`src/hw/uoe_pkg.sv`:
```
// Shared constants and types for the OUT endpoint control block
package uoe_pkg;
  // Register indices; byte address is four times the index
  localparam logic [7:0] IDX_CTRL_LOW   = 8'h14;
  localparam logic [7:0] IDX_CTRL_HIGH  = 8'h15;
  localparam logic [7:0] IDX_IRQ_STATUS = 8'h20;
  localparam logic [7:0] IDX_IRQ_CLEAR  = 8'h21;
  localparam logic [7:0] IDX_IRQ_ENABLE = 8'h22;
  localparam int         IDX_LSB        = 2;
  localparam int         IDX_MSB        = 9;

  // Low control byte fields
  localparam int LO_STALL_SENT  = 6;
  localparam int LO_SEND_STALL  = 5;
  localparam int LO_FLUSH       = 4;
  localparam int LO_DATA_ERR    = 3;
  localparam int LO_OVERRUN     = 2;
  localparam int LO_FULL        = 1;
  localparam int LO_PKT_READY   = 0;

  // High control byte fields
  localparam int HI_DBL_BUF     = 7;
  localparam int HI_ISO         = 6;
  localparam int HI_UNUSED_MSB  = 5;

  // Interrupt status, clear and enable layout
  localparam int IRQ_N          = 4;
  localparam int IRQ_PKT_READY  = 0;
  localparam int IRQ_STALL_SENT = 1;
  localparam int IRQ_OVERRUN    = 2;
  localparam int IRQ_DATA_ERR   = 3;

  // Packet capacity of the OUT FIFO
  localparam logic [1:0] PKT_SINGLE = 2'h1;
  localparam logic [1:0] PKT_DOUBLE = 2'h2;

  localparam logic [7:0]  BYTE_ZERO = 8'h00;
  localparam logic [31:0] WORD_ZERO = 32'h0000_0000;

  typedef struct packed {
    logic        ap_valid;
    logic        ap_write;
    logic [7:0]  ap_index;
    logic [31:0] hrdata;
    logic        hreadyout;
    logic        hresp;
    logic        send_stall;
    logic        stall_sent;
    logic        flush;
    logic        data_err;
    logic        overrun;
    logic        pkt_ready;
    logic        dbl_buf;
    logic        iso;
    logic        reply_ack;
    logic        reply_nak;
    logic        reply_stall;
    logic        rd_ptr_reset;
  } uoe_ep_state_t;

  typedef struct packed {
    logic [1:0] count;
    logic       full;
  } uoe_occ_state_t;

  typedef struct packed {
    logic [IRQ_N-1:0] status;
    logic [IRQ_N-1:0] enable;
    logic             irq;
  } uoe_irq_state_t;
endpackage : uoe_pkg

```
`src/hw/uoe_occupancy.sv`:
```
// Packet occupancy counter of the OUT FIFO with full flag
`timescale 1ns/100ps
`default_nettype none
module uoe_occupancy (
  input  wire logic       hclk,
  input  wire logic       hresetn,
  input  wire logic       dbl_buf,
  input  wire logic       push,
  input  wire logic       pop,
  output logic      [1:0] count,
  output logic            full
);
  uoe_pkg::uoe_occ_state_t s;
  uoe_pkg::uoe_occ_state_t next_s;
  logic [1:0] limit;

  always_comb begin
    next_s = s;
    limit  = dbl_buf ? uoe_pkg::PKT_DOUBLE : uoe_pkg::PKT_SINGLE;
    // Caller never pushes into a full FIFO; an empty pop is ignored
    if (push && !(pop && s.count != 2'h0)) begin
      next_s.count = s.count + 2'h1;
    end else if (pop && !push && s.count != 2'h0) begin
      next_s.count = s.count - 2'h1;
    end
    next_s.full = (next_s.count >= limit);
  end

  always_ff @(posedge hclk or negedge hresetn) begin
    if (!hresetn) begin
      s <= '0;
    end else begin
      s <= next_s;
    end
  end

  assign count = s.count;
  assign full  = s.full;

  // Mode change reflects one cycle later
  AST_FULL_LEVEL: assert property (@(posedge hclk) disable iff (!hresetn)
    $stable(dbl_buf) |->
      full == (count >= (dbl_buf ? uoe_pkg::PKT_DOUBLE : uoe_pkg::PKT_SINGLE)))
    else $error("Full flag does not match packet count");
endmodule : uoe_occupancy
`default_nettype wire

```
`src/hw/uoe_irq.sv`:
```
// Sticky interrupt status with enable, write-one clear and level output
`timescale 1ns/100ps
`default_nettype none
module uoe_irq #(
  parameter int N = 4
) (
  input  wire logic         hclk,
  input  wire logic         hresetn,
  input  wire logic [N-1:0] event_in,
  input  wire logic         clear_wr,
  input  wire logic         enable_wr,
  input  wire logic [N-1:0] wdata,
  output logic      [N-1:0] status,
  output logic      [N-1:0] enable,
  output logic              irq
);
  typedef struct packed {
    logic [N-1:0] status;
    logic [N-1:0] enable;
    logic         irq;
  } uoe_irq_local_t;
  uoe_irq_local_t s;
  uoe_irq_local_t next_s;
  logic [N-1:0]   next_status;

  // Set beats clear so no event is lost
  for (genvar i = 0; i < N; i++) begin : g_bit
    assign next_status[i] = event_in[i] |
                            (s.status[i] & ~(clear_wr & wdata[i]));
  end

  always_comb begin
    next_s        = s;
    next_s.status = next_status;
    if (enable_wr) begin
      next_s.enable = wdata;
    end
    next_s.irq = |(next_status & next_s.enable);
  end

  always_ff @(posedge hclk or negedge hresetn) begin
    if (!hresetn) begin
      s <= '0;
    end else begin
      s <= next_s;
    end
  end

  assign status = s.status;
  assign enable = s.enable;
  assign irq    = s.irq;
endmodule : uoe_irq
`default_nettype wire

```
`src/hw/uoe_out_endpoint.sv`:
```
// OUT endpoint control and status with AHB-Lite register slave
`timescale 1ns/100ps
`default_nettype none
// What this block does
// - Send-stall does nothing in isochronous mode; clearing it ends stalling.
// - Flush write discards next packet, resets read pointer, clears ready.
// - One packet per flush; flush bit returns to zero once done.
// - Packet arriving to a full FIFO sets overrun in isochronous mode.
// - Overrun stays one until software clears it, else reads zero.
// - Full means two packets double-buffered, one packet otherwise.
// - High byte bit seven selects double buffering.
// - High byte bit six selects isochronous versus bulk or interrupt.
// - High byte bits five to zero read zero, writes ignored.
// - Stall set: every bulk or interrupt OUT answered STALL, stall-sent set, interrupt raised if its enable bit is set.
// - Packet-ready sets per buffered packet, again after first is unloaded.
module uoe_out_endpoint (
  input  wire logic        hclk,
  input  wire logic        hresetn,
  input  wire logic        hsel,
  input  wire logic [31:0] haddr,
  input  wire logic [1:0]  htrans,
  input  wire logic        hwrite,
  input  wire logic [2:0]  hsize,
  input  wire logic [31:0] hwdata,
  input  wire logic        hready,
  output logic      [31:0] hrdata,
  output logic             hreadyout,
  output logic             hresp,
  input  wire logic        rx_valid,
  input  wire logic        rx_crc_err,
  input  wire logic        rx_stuff_err,
  output logic             reply_ack,
  output logic             reply_nak,
  output logic             reply_stall,
  output logic             rd_ptr_reset,
  output logic             irq
);
  uoe_pkg::uoe_ep_state_t s;
  uoe_pkg::uoe_ep_state_t next_s;

  logic [1:0]               pkt_count;
  logic                     fifo_full;
  logic                     push;
  logic                     pop;
  logic [uoe_pkg::IRQ_N-1:0] events;
  logic [uoe_pkg::IRQ_N-1:0] irq_status;
  logic [uoe_pkg::IRQ_N-1:0] irq_enable;
  logic                     wr_low;
  logic                     wr_high;
  logic                     wr_clear;
  logic                     wr_enable;
  logic [7:0]               wd;
  logic [7:0]               rd_byte;
  logic [7:0]               low_byte;
  logic [7:0]               high_byte;
  logic [7:0]               addr_index;
  logic                     ap_take;

  uoe_occupancy u_occ (
    .hclk    (hclk),
    .hresetn (hresetn),
    .dbl_buf (s.dbl_buf),
    .push    (push),
    .pop     (pop),
    .count   (pkt_count),
    .full    (fifo_full)
  );

  uoe_irq #(
    .N (uoe_pkg::IRQ_N)
  ) u_irq (
    .hclk      (hclk),
    .hresetn   (hresetn),
    .event_in  (events),
    .clear_wr  (wr_clear),
    .enable_wr (wr_enable),
    .wdata     (wd[uoe_pkg::IRQ_N-1:0]),
    .status    (irq_status),
    .enable    (irq_enable),
    .irq       (irq)
  );

  // Write side decode in the data phase
  assign wd        = hwdata[7:0];
  assign wr_low    = s.ap_valid && s.ap_write &&
                     s.ap_index == uoe_pkg::IDX_CTRL_LOW;
  assign wr_high   = s.ap_valid && s.ap_write &&
                     s.ap_index == uoe_pkg::IDX_CTRL_HIGH;
  assign wr_clear  = s.ap_valid && s.ap_write &&
                     s.ap_index == uoe_pkg::IDX_IRQ_CLEAR;
  assign wr_enable = s.ap_valid && s.ap_write &&
                     s.ap_index == uoe_pkg::IDX_IRQ_ENABLE;
  assign ap_take    = hsel && htrans[1] && hready;
  assign addr_index = haddr[uoe_pkg::IDX_MSB:uoe_pkg::IDX_LSB];

  // Data-toggle clear bit always reads zero
  assign low_byte = {1'b0, s.stall_sent, s.send_stall, s.flush,
                     s.data_err, s.overrun, fifo_full, s.pkt_ready};
  assign high_byte = {s.dbl_buf, s.iso,
                      6'h00};

  always_comb begin
    case (addr_index)
      uoe_pkg::IDX_CTRL_LOW:   rd_byte = low_byte;
      uoe_pkg::IDX_CTRL_HIGH:  rd_byte = high_byte;
      uoe_pkg::IDX_IRQ_STATUS: rd_byte = {4'h0, irq_status};
      uoe_pkg::IDX_IRQ_ENABLE: rd_byte = {4'h0, irq_enable};
      default:                 rd_byte = uoe_pkg::BYTE_ZERO;
    endcase
  end

  always_comb begin
    next_s              = s;
    next_s.hreadyout    = 1'b1;
    next_s.hresp        = 1'b0;
    next_s.reply_ack    = 1'b0;
    next_s.reply_nak    = 1'b0;
    next_s.reply_stall  = 1'b0;
    next_s.rd_ptr_reset = 1'b0;
    push                = 1'b0;
    pop                 = 1'b0;
    events              = '0;

    // Address phase; read data is prepared for the data phase
    next_s.ap_valid = ap_take;
    next_s.ap_write = hwrite;
    next_s.ap_index = addr_index;
    next_s.hrdata   = (ap_take && !hwrite) ?
                      {24'h000000, rd_byte} : uoe_pkg::WORD_ZERO;

    // Software writes to the control bytes
    if (wr_low) begin
      next_s.send_stall = wd[uoe_pkg::LO_SEND_STALL];
      if (!wd[uoe_pkg::LO_STALL_SENT]) begin
        next_s.stall_sent = 1'b0;
      end
      if (!wd[uoe_pkg::LO_OVERRUN]) begin
        next_s.overrun = 1'b0;
      end
      if (wd[uoe_pkg::LO_FLUSH]) begin
        next_s.flush = 1'b1;
      end
      // Unloading a packet: clearing ready pops it and its error flag
      // A flush write unloads through the flush path only
      if (!wd[uoe_pkg::LO_PKT_READY] && s.pkt_ready && !s.flush &&
          !wd[uoe_pkg::LO_FLUSH]) begin
        next_s.pkt_ready = 1'b0;
        next_s.data_err  = 1'b0;
        pop              = 1'b1;
      end
    end
    if (wr_high) begin
      next_s.dbl_buf = wd[uoe_pkg::HI_DBL_BUF];
      next_s.iso     = wd[uoe_pkg::HI_ISO];
    end

    // A flush takes one cycle and removes exactly one packet
    if (s.flush) begin
      pop                 = 1'b1;
      next_s.rd_ptr_reset = 1'b1;
      next_s.pkt_ready    = 1'b0;
      next_s.data_err     = 1'b0;
      next_s.flush        = 1'b0;
    end else if (!s.pkt_ready && pkt_count != 2'h0 && !pop) begin
      // Second buffered packet is announced right after the first leaves
      next_s.pkt_ready              = 1'b1;
      events[uoe_pkg::IRQ_PKT_READY] = 1'b1;
    end

    // Incoming OUT packet; hardware sets win over software clears
    if (rx_valid) begin
      if (s.send_stall && !s.iso) begin
        next_s.reply_stall             = 1'b1;
        next_s.stall_sent              = 1'b1;
        events[uoe_pkg::IRQ_STALL_SENT] = 1'b1;
      end else if (fifo_full) begin
        if (s.iso) begin
          next_s.overrun               = 1'b1;
          events[uoe_pkg::IRQ_OVERRUN] = 1'b1;
        end else begin
          next_s.reply_nak = 1'b1;
        end
      end else if (s.iso) begin
        // Errored isochronous data is still stored, only flagged
        push = 1'b1;
        if (rx_crc_err || rx_stuff_err) begin
          next_s.data_err               = 1'b1;
          events[uoe_pkg::IRQ_DATA_ERR] = 1'b1;
        end
      end else if (!(rx_crc_err || rx_stuff_err)) begin
        // Corrupt bulk data gets no handshake so the host retries
        push             = 1'b1;
        next_s.reply_ack = 1'b1;
      end
    end
  end

  always_ff @(posedge hclk or negedge hresetn) begin
    if (!hresetn) begin
      s <= '0;
    end else begin
      s <= next_s;
    end
  end

  assign hrdata       = s.hrdata;
  assign hreadyout    = s.hreadyout;
  assign hresp        = s.hresp;
  assign reply_ack    = s.reply_ack;
  assign reply_nak    = s.reply_nak;
  assign reply_stall  = s.reply_stall;
  assign rd_ptr_reset = s.rd_ptr_reset;

  AST_ISO_NO_STALL: assert property (@(posedge hclk) disable iff (!hresetn)
    rx_valid && s.iso |=> !reply_stall)
    else $error("Stall sent in isochronous mode");

  AST_STALL_REPLY: assert property (@(posedge hclk) disable iff (!hresetn)
    rx_valid && s.send_stall && !s.iso |=> reply_stall && s.stall_sent
      && irq_status[uoe_pkg::IRQ_STALL_SENT])
    else $error("Stall request not answered with stall");

  AST_FLUSH_DONE: assert property (@(posedge hclk) disable iff (!hresetn)
    s.flush |=> !s.flush && rd_ptr_reset && !s.pkt_ready)
    else $error("Flush did not complete in one cycle");

  AST_FLUSH_POP: assert property (@(posedge hclk) disable iff (!hresetn)
    s.flush && pkt_count != 2'h0 && !push |=>
      pkt_count == $past(pkt_count) - 2'h1)
    else $error("Flush did not remove exactly one packet");

  AST_DATA_ERR: assert property (@(posedge hclk) disable iff (!hresetn)
    rx_valid && s.iso && !fifo_full && (rx_crc_err || rx_stuff_err)
      |=> s.data_err ##1 s.pkt_ready || s.flush || $past(pop))
    else $error("Isochronous error packet not flagged");

  AST_OVERRUN_SET: assert property (@(posedge hclk) disable iff (!hresetn)
    rx_valid && s.iso && fifo_full && !(s.send_stall && !s.iso)
      |=> s.overrun && !reply_ack)
    else $error("Overrun not flagged on full FIFO");

  AST_OVERRUN_HOLD: assert property (@(posedge hclk) disable iff (!hresetn)
    s.overrun && !(wr_low && !wd[uoe_pkg::LO_OVERRUN]) |=> s.overrun)
    else $error("Overrun cleared without software");

  AST_HIGH_RESERVED: assert property (@(posedge hclk) disable iff (!hresetn)
    s.ap_valid && !s.ap_write && s.ap_index == uoe_pkg::IDX_CTRL_HIGH
      |-> hrdata[uoe_pkg::HI_UNUSED_MSB:0] == 6'h00)
    else $error("Unused high byte bits read nonzero");

  AST_READY_REARM: assert property (@(posedge hclk) disable iff (!hresetn)
    wr_low && pop && pkt_count == 2'h2 |=> !s.pkt_ready ##1 s.pkt_ready)
    else $error("Second packet not announced after unload");
endmodule : uoe_out_endpoint
`default_nettype wire

```
`config.mk`:
```
export PLATFORM = sky130hd
export DESIGN_NAME = uoe_out_endpoint
export DESIGN_NICKNAME = d
export VERILOG_FILES = /design/src/hw/uoe_pkg.sv /design/src/hw/uoe_occupancy.sv /design/src/hw/uoe_irq.sv /design/src/hw/uoe_out_endpoint.sv
export SDC_FILE = /design/constraint.sdc
export NUM_CORES = 1
export LEC_CHECK = 0
export BUFFER_PORTS_ARGS = -buffer_cell sky130_fd_sc_hd__buf_2
export CORE_ASPECT_RATIO = 0.75
export CORE_MARGIN = 8
export CORE_UTILIZATION = 40
export DETAILED_ROUTE_END_ITERATION = 7
export GPL_TIMING_DRIVEN = 0
export MAX_ROUTING_LAYER = met4
export PLACE_DENSITY = 0.71
export SYNTH_ARGS = -nofsm -noshare
export SYNTH_HDL_FRONTEND = slang
export SYNTH_SLANG_ARGS = --single-unit
export TNS_END_PERCENT = 20
```
`constraint.sdc`:
```
create_clock -name hclk -period 6.4 [get_ports hclk]
set_clock_uncertainty 0.05 [all_clocks]
set_input_delay 0.32 -clock hclk [delete_from_list [all_inputs] [get_ports hclk]]
set_output_delay 0.32 -clock hclk [all_outputs]
set_load 0.03 [all_outputs]
```
==> metrics.txt <==
# TYPE chip_impl_metric gauge
chip_impl_info{name="tritoncts",value="done"} 1
chip_impl_metric{name="syn_to_final_growth",unit="%"} 22.45
chip_impl_metric{name="setup_viol",unit=""} 0
chip_impl_metric{name="drt-pass1-iter-count",unit=""} 4
chip_impl_metric{name="number_of_synthesized_register_bits",unit=""} 43
chip_impl_metric{name="grt_overflow",unit=""} 0
chip_impl_metric{name="fp.dieArea",unit="µm²"} 7920
chip_impl_metric{name="pre_cts_ws",unit="ns"} 4.055
chip_impl_metric{name="num_cts_buffers",unit=""} 5
chip_impl_metric{name="final-max-slew-violation-count",unit=""} 0
chip_impl_metric{name="finalHoldViolations",unit=""} 0
chip_impl_metric{name="clk_latency",unit="ns"} 0.29
chip_impl_metric{name="timing_worst_slew_pin_value",unit="ns"} 0.9146
chip_impl_metric{name="power.density_cell_area",unit="nW/µm²"} 248.7
chip_impl_info{name="critPathKind",value="flop to flop"} 1
chip_impl_metric{name="synth_seq_area_share",unit=""} 0.5068
chip_impl_metric{name="design_area",unit="µm²"} 2600
chip_impl_info{name="crit_start",value="s[47]"} 1
chip_impl_metric{name="met2_length",unit="µm"} 2070
chip_impl_metric{name="fp.dieW",unit="µm"} 100.1
chip_impl_metric{name="switching_power",unit="µW"} 179.4
chip_impl_metric{name="die_height",unit="µm"} 79.10
chip_impl_metric{name="grt_pass1_wl",unit="µm"} 7231
chip_impl_metric{name="clkTransAtPathRegs",unit="ns"} 0.08
chip_impl_metric{name="yosysWarnings",unit=""} 0
chip_impl_metric{name="setup-tns-final",unit="ns"} 0
chip_impl_metric{name="arrival",unit="ns"} 2.57
chip_impl_metric{name="power.switching_fraction",unit=""} 0.2775
chip_impl_metric{name="pwr-share-comb",unit=""} 0.215
chip_impl_metric{name="syn-cell-area",unit="µm²"} 2123
chip_impl_metric{name="detailroute.via_count",unit=""} 1484
chip_impl_metric{name="max-slew-margin-rel",unit=""} 0.3902
chip_impl_info{name="clockRootBuffer",value="clkbuf_8"} 1
chip_impl_metric{name="critical-path-max-stage-delay",unit="ns"} 0.47
chip_impl_metric{name="synth_cell_type_count",unit=""} 54
chip_impl_info{name="timing.rr.start",value="s[47]"} 1
chip_impl_metric{name="seqPwrFrac",unit=""} 0.473
chip_impl_info{name="flip_flop_cell_with_the_highest_count_after_synthesis",value="dfrtp_1"} 1
chip_impl_metric{name="cellLeakagePower",unit="nW"} 1.352
chip_impl_metric{name="setup_slack",unit="ns"} 3.969
chip_impl_info{name="maxUsedRoutingLayer",value="met4"} 1
chip_impl_metric{name="max_clock_freq",unit="MHz"} 411.3
chip_impl_info{name="setup_repair_after_global_routing_missed_its_margin",value="no"} 1
chip_impl_metric{name="min_period_over_period",unit=""} 0.3799
chip_impl_metric{name="maxCapViolCount",unit=""} 0
chip_impl_info{name="slowest_cp_cell",value="dfrtp_1"} 1
chip_impl_metric{name="cts.hold.buffers_added",unit=""} 0
chip_impl_metric{name="share_of_synthesized_registers_carrying_an_async_set_or_reset",unit=""} 1.000
chip_impl_metric{name="pin_count",unit=""} 116
chip_impl_metric{name="cts.repair.resized",unit=""} 0
chip_impl_metric{name="fin_nets",unit=""} 331
chip_impl_metric{name="ant_nets",unit=""} 0
chip_impl_metric{name="netlist_instances",unit=""} 182
chip_impl_metric{name="placement.io_buffers",unit=""} 38
chip_impl_metric{name="hpwl",unit="µm"} 3497
chip_impl_metric{name="synth-edff-count",unit=""} 0
chip_impl_metric{name="fp-row-count",unit=""} 23
chip_impl_metric{name="place_area",unit="µm²"} 2497
chip_impl_metric{name="drt-met1-wl",unit="µm"} 2024
chip_impl_metric{name="finalWirelength",unit="µm"} 4441
chip_impl_metric{name="wire_per_inst",unit="µm"} 13.62
chip_impl_metric{name="diodes",unit=""} 0
chip_impl_metric{name="route.detailed.vias_per_inst",unit=""} 4.552
chip_impl_metric{name="clock-sinks",unit=""} 43
chip_impl_metric{name="track_usage",unit=""} 0.1207
chip_impl_metric{name="power_frac_clock",unit=""} 0.312
chip_impl_metric{name="ir_drop",unit="V"} 0.0001145
chip_impl_metric{name="p_int",unit="µW"} 467.1
chip_impl_info{name="crit_path_start_kind",value="flop"} 1
chip_impl_info{name="status",value="complete, no violations"} 1
chip_impl_metric{name="drc",unit=""} 0
chip_impl_metric{name="drt_iter0_drc",unit=""} 45
chip_impl_metric{name="cts-htree-levels",unit=""} 2
chip_impl_metric{name="post-route-min-period",unit="ns"} 2.431
chip_impl_metric{name="syn_area_per_cell",unit="µm²"} 11.67
chip_impl_info{name="critical_path.top_delay_family",value="compound AO/OA/AOI/OAI gates"} 1
chip_impl_metric{name="floorplan.core_area",unit="µm²"} 5238
chip_impl_metric{name="cts.repair_timing.setup_buffer_count",unit=""} 0
chip_impl_metric{name="place.gp.congestion",unit=""} 0.8128
chip_impl_metric{name="post-route-util",unit=""} 0.4964
chip_impl_info{name="cp-end-kind",value="flop"} 1
chip_impl_metric{name="cts_buffer_depth",unit=""} 2
chip_impl_metric{name="grt_start_max_net_pins",unit=""} 44
chip_impl_metric{name="grt_antenna_before_repair",unit=""} 0
chip_impl_metric{name="worstPathBufferInverterCount",unit=""} 0
chip_impl_metric{name="final_layout_size_suffix_gt1_frac",unit=""} 0.3865
chip_impl_info{name="hold_class",value="input port to flop"} 1
chip_impl_info{name="cells_traversed_along_the_worst_timing_path",value="nor4bb_1 -> nand4_1 -> a21oi_2 -> nor2_1 -> o32ai_1 -> ha_1 -> a21o_1"} 1
chip_impl_metric{name="initial_cell_density_of_the_core",unit=""} 0.4054
chip_impl_metric{name="via_count_of_the_first_global_routing_pass",unit=""} 1491
chip_impl_metric{name="cp_data_required_time",unit="ns"} 6.54
chip_impl_metric{name="cp_max_fo",unit=""} 5
chip_impl_info{name="worstHoldStart",value="haddr[8]"} 1
chip_impl_metric{name="met3_length",unit="µm"} 297
## metrics by stage
step           instances  hold WS [ns]  total power [mW]
2_1_floorplan        206      -0.02559            0.4123
5_1_grt              326       0.07871            0.6818
6_report             326       0.09007            0.6465
3_3_place_gp         319        0.3892            0.4445
4_1_cts              326       0.08403            0.6538
3_5_place_dp         319        0.3914            0.4492
## metal layers
layer,GRT usage,vias up
met5,-,-
met4,0.03609,0
met3,0.03668,7
met2,0.1819,51
met1,0.1527,711
li1,-,715
## kinds of logic after synthesis
logic type	count (synthesis)	share of synthesized area
buf+inv	43	0.1344
xor+xnor	2	0.008251
other cells	2	0.003537
mux	12	0.06659
simple gates	53	0.1774
flops	43	0.5068
fa+ha+maj	3	0.01768
compound gates	24	0.08545
## registers in the layout, summed over array words and instances, names as in the netlist
signal        count
u_occ.full        1
reply_nak         1
rd_ptr_reset      1
u_irq.status      4
u_irq.irq         1
low_byte          6
reply_ack         1
high_byte         2
u_occ.count       2
reply_stall       1
s                10
u_irq.enable      4
hreadyout         1
hrdata            8
## worst reg2reg max path, stage by stage (launching register included)
cell and delay [ns]:
dfrtp_1 0.47, nor4bb_1 0.40, nand4_1 0.18, a21oi_2 0.31
nor2_1 0.09, o32ai_1 0.37, ha_1 0.29, a21o_1 0.16
## cells in the mapped netlist, types with 3 or more instances
cell type  instances  area (µm²)
a22oi_1            4       30.03
buf_4             33       247.7
dfrtp_1           43        1076
ha_1               3       37.54
inv_1              9       33.78
mux2_2             8       90.09
nand2_1            8       30.03
nor2_1            10       37.54
nor4_1             4       25.02
nor4bb_1           3       30.03
o21ai_0            3       15.01
## final timing paths
path / to / slack, ns / cells past startpoint
worst min register to register: low_byte[3] / 0.44 / 1
worst max-delay path: u_occ.full / 3.97 / 7
min in group asynchronous: hrdata[6] / 0.11 / 1
worst min-delay path: s[52] / 0.09 / 1
max in group asynchronous: low_byte[3] / 5.61 / 1
worst max register to register: u_occ.full / 3.97 / 7
## cells in the final DEF (no fill, tap or decap), types with 3 or more instances in the layout
cell type  netlist  final
nor2_1          10     10
nand2_1          8      8
buf_4           33     33
nor4_1           4      4
clkbuf_8         0      5
nor4bb_1         3      3
dfrtp_1         43     43
mux2_2           8      8
conb_1           2     26
inv_1            9      9
o21ai_0          3      3
buf_2            0     38
ha_1             3      3
a22oi_1          4      4
## power by group through the flow
stage          sequential [mW]  combinational [mW]  clock [mW]
6_report                 0.306               0.139       0.202
4_1_cts                  0.306               0.139       0.208
3_5_place_dp             0.311               0.138           0
5_1_grt                  0.309               0.154       0.219
2_1_floorplan            0.314              0.0981           0
3_3_place_gp             0.310               0.134           0
## final cells by class
class,instances,area [µm²]
fillers,505,2638
flip-flops and latches,43,1076
multi-input cells,120,852.1
plain buffers,34,251.5
repair buffers,38,190.2
well taps,75,93.84
clock buffers,6,72.57
inverters,9,33.78
clock inverters,1,30.03
Note: power is estimated with default switching activity, not from simulation.
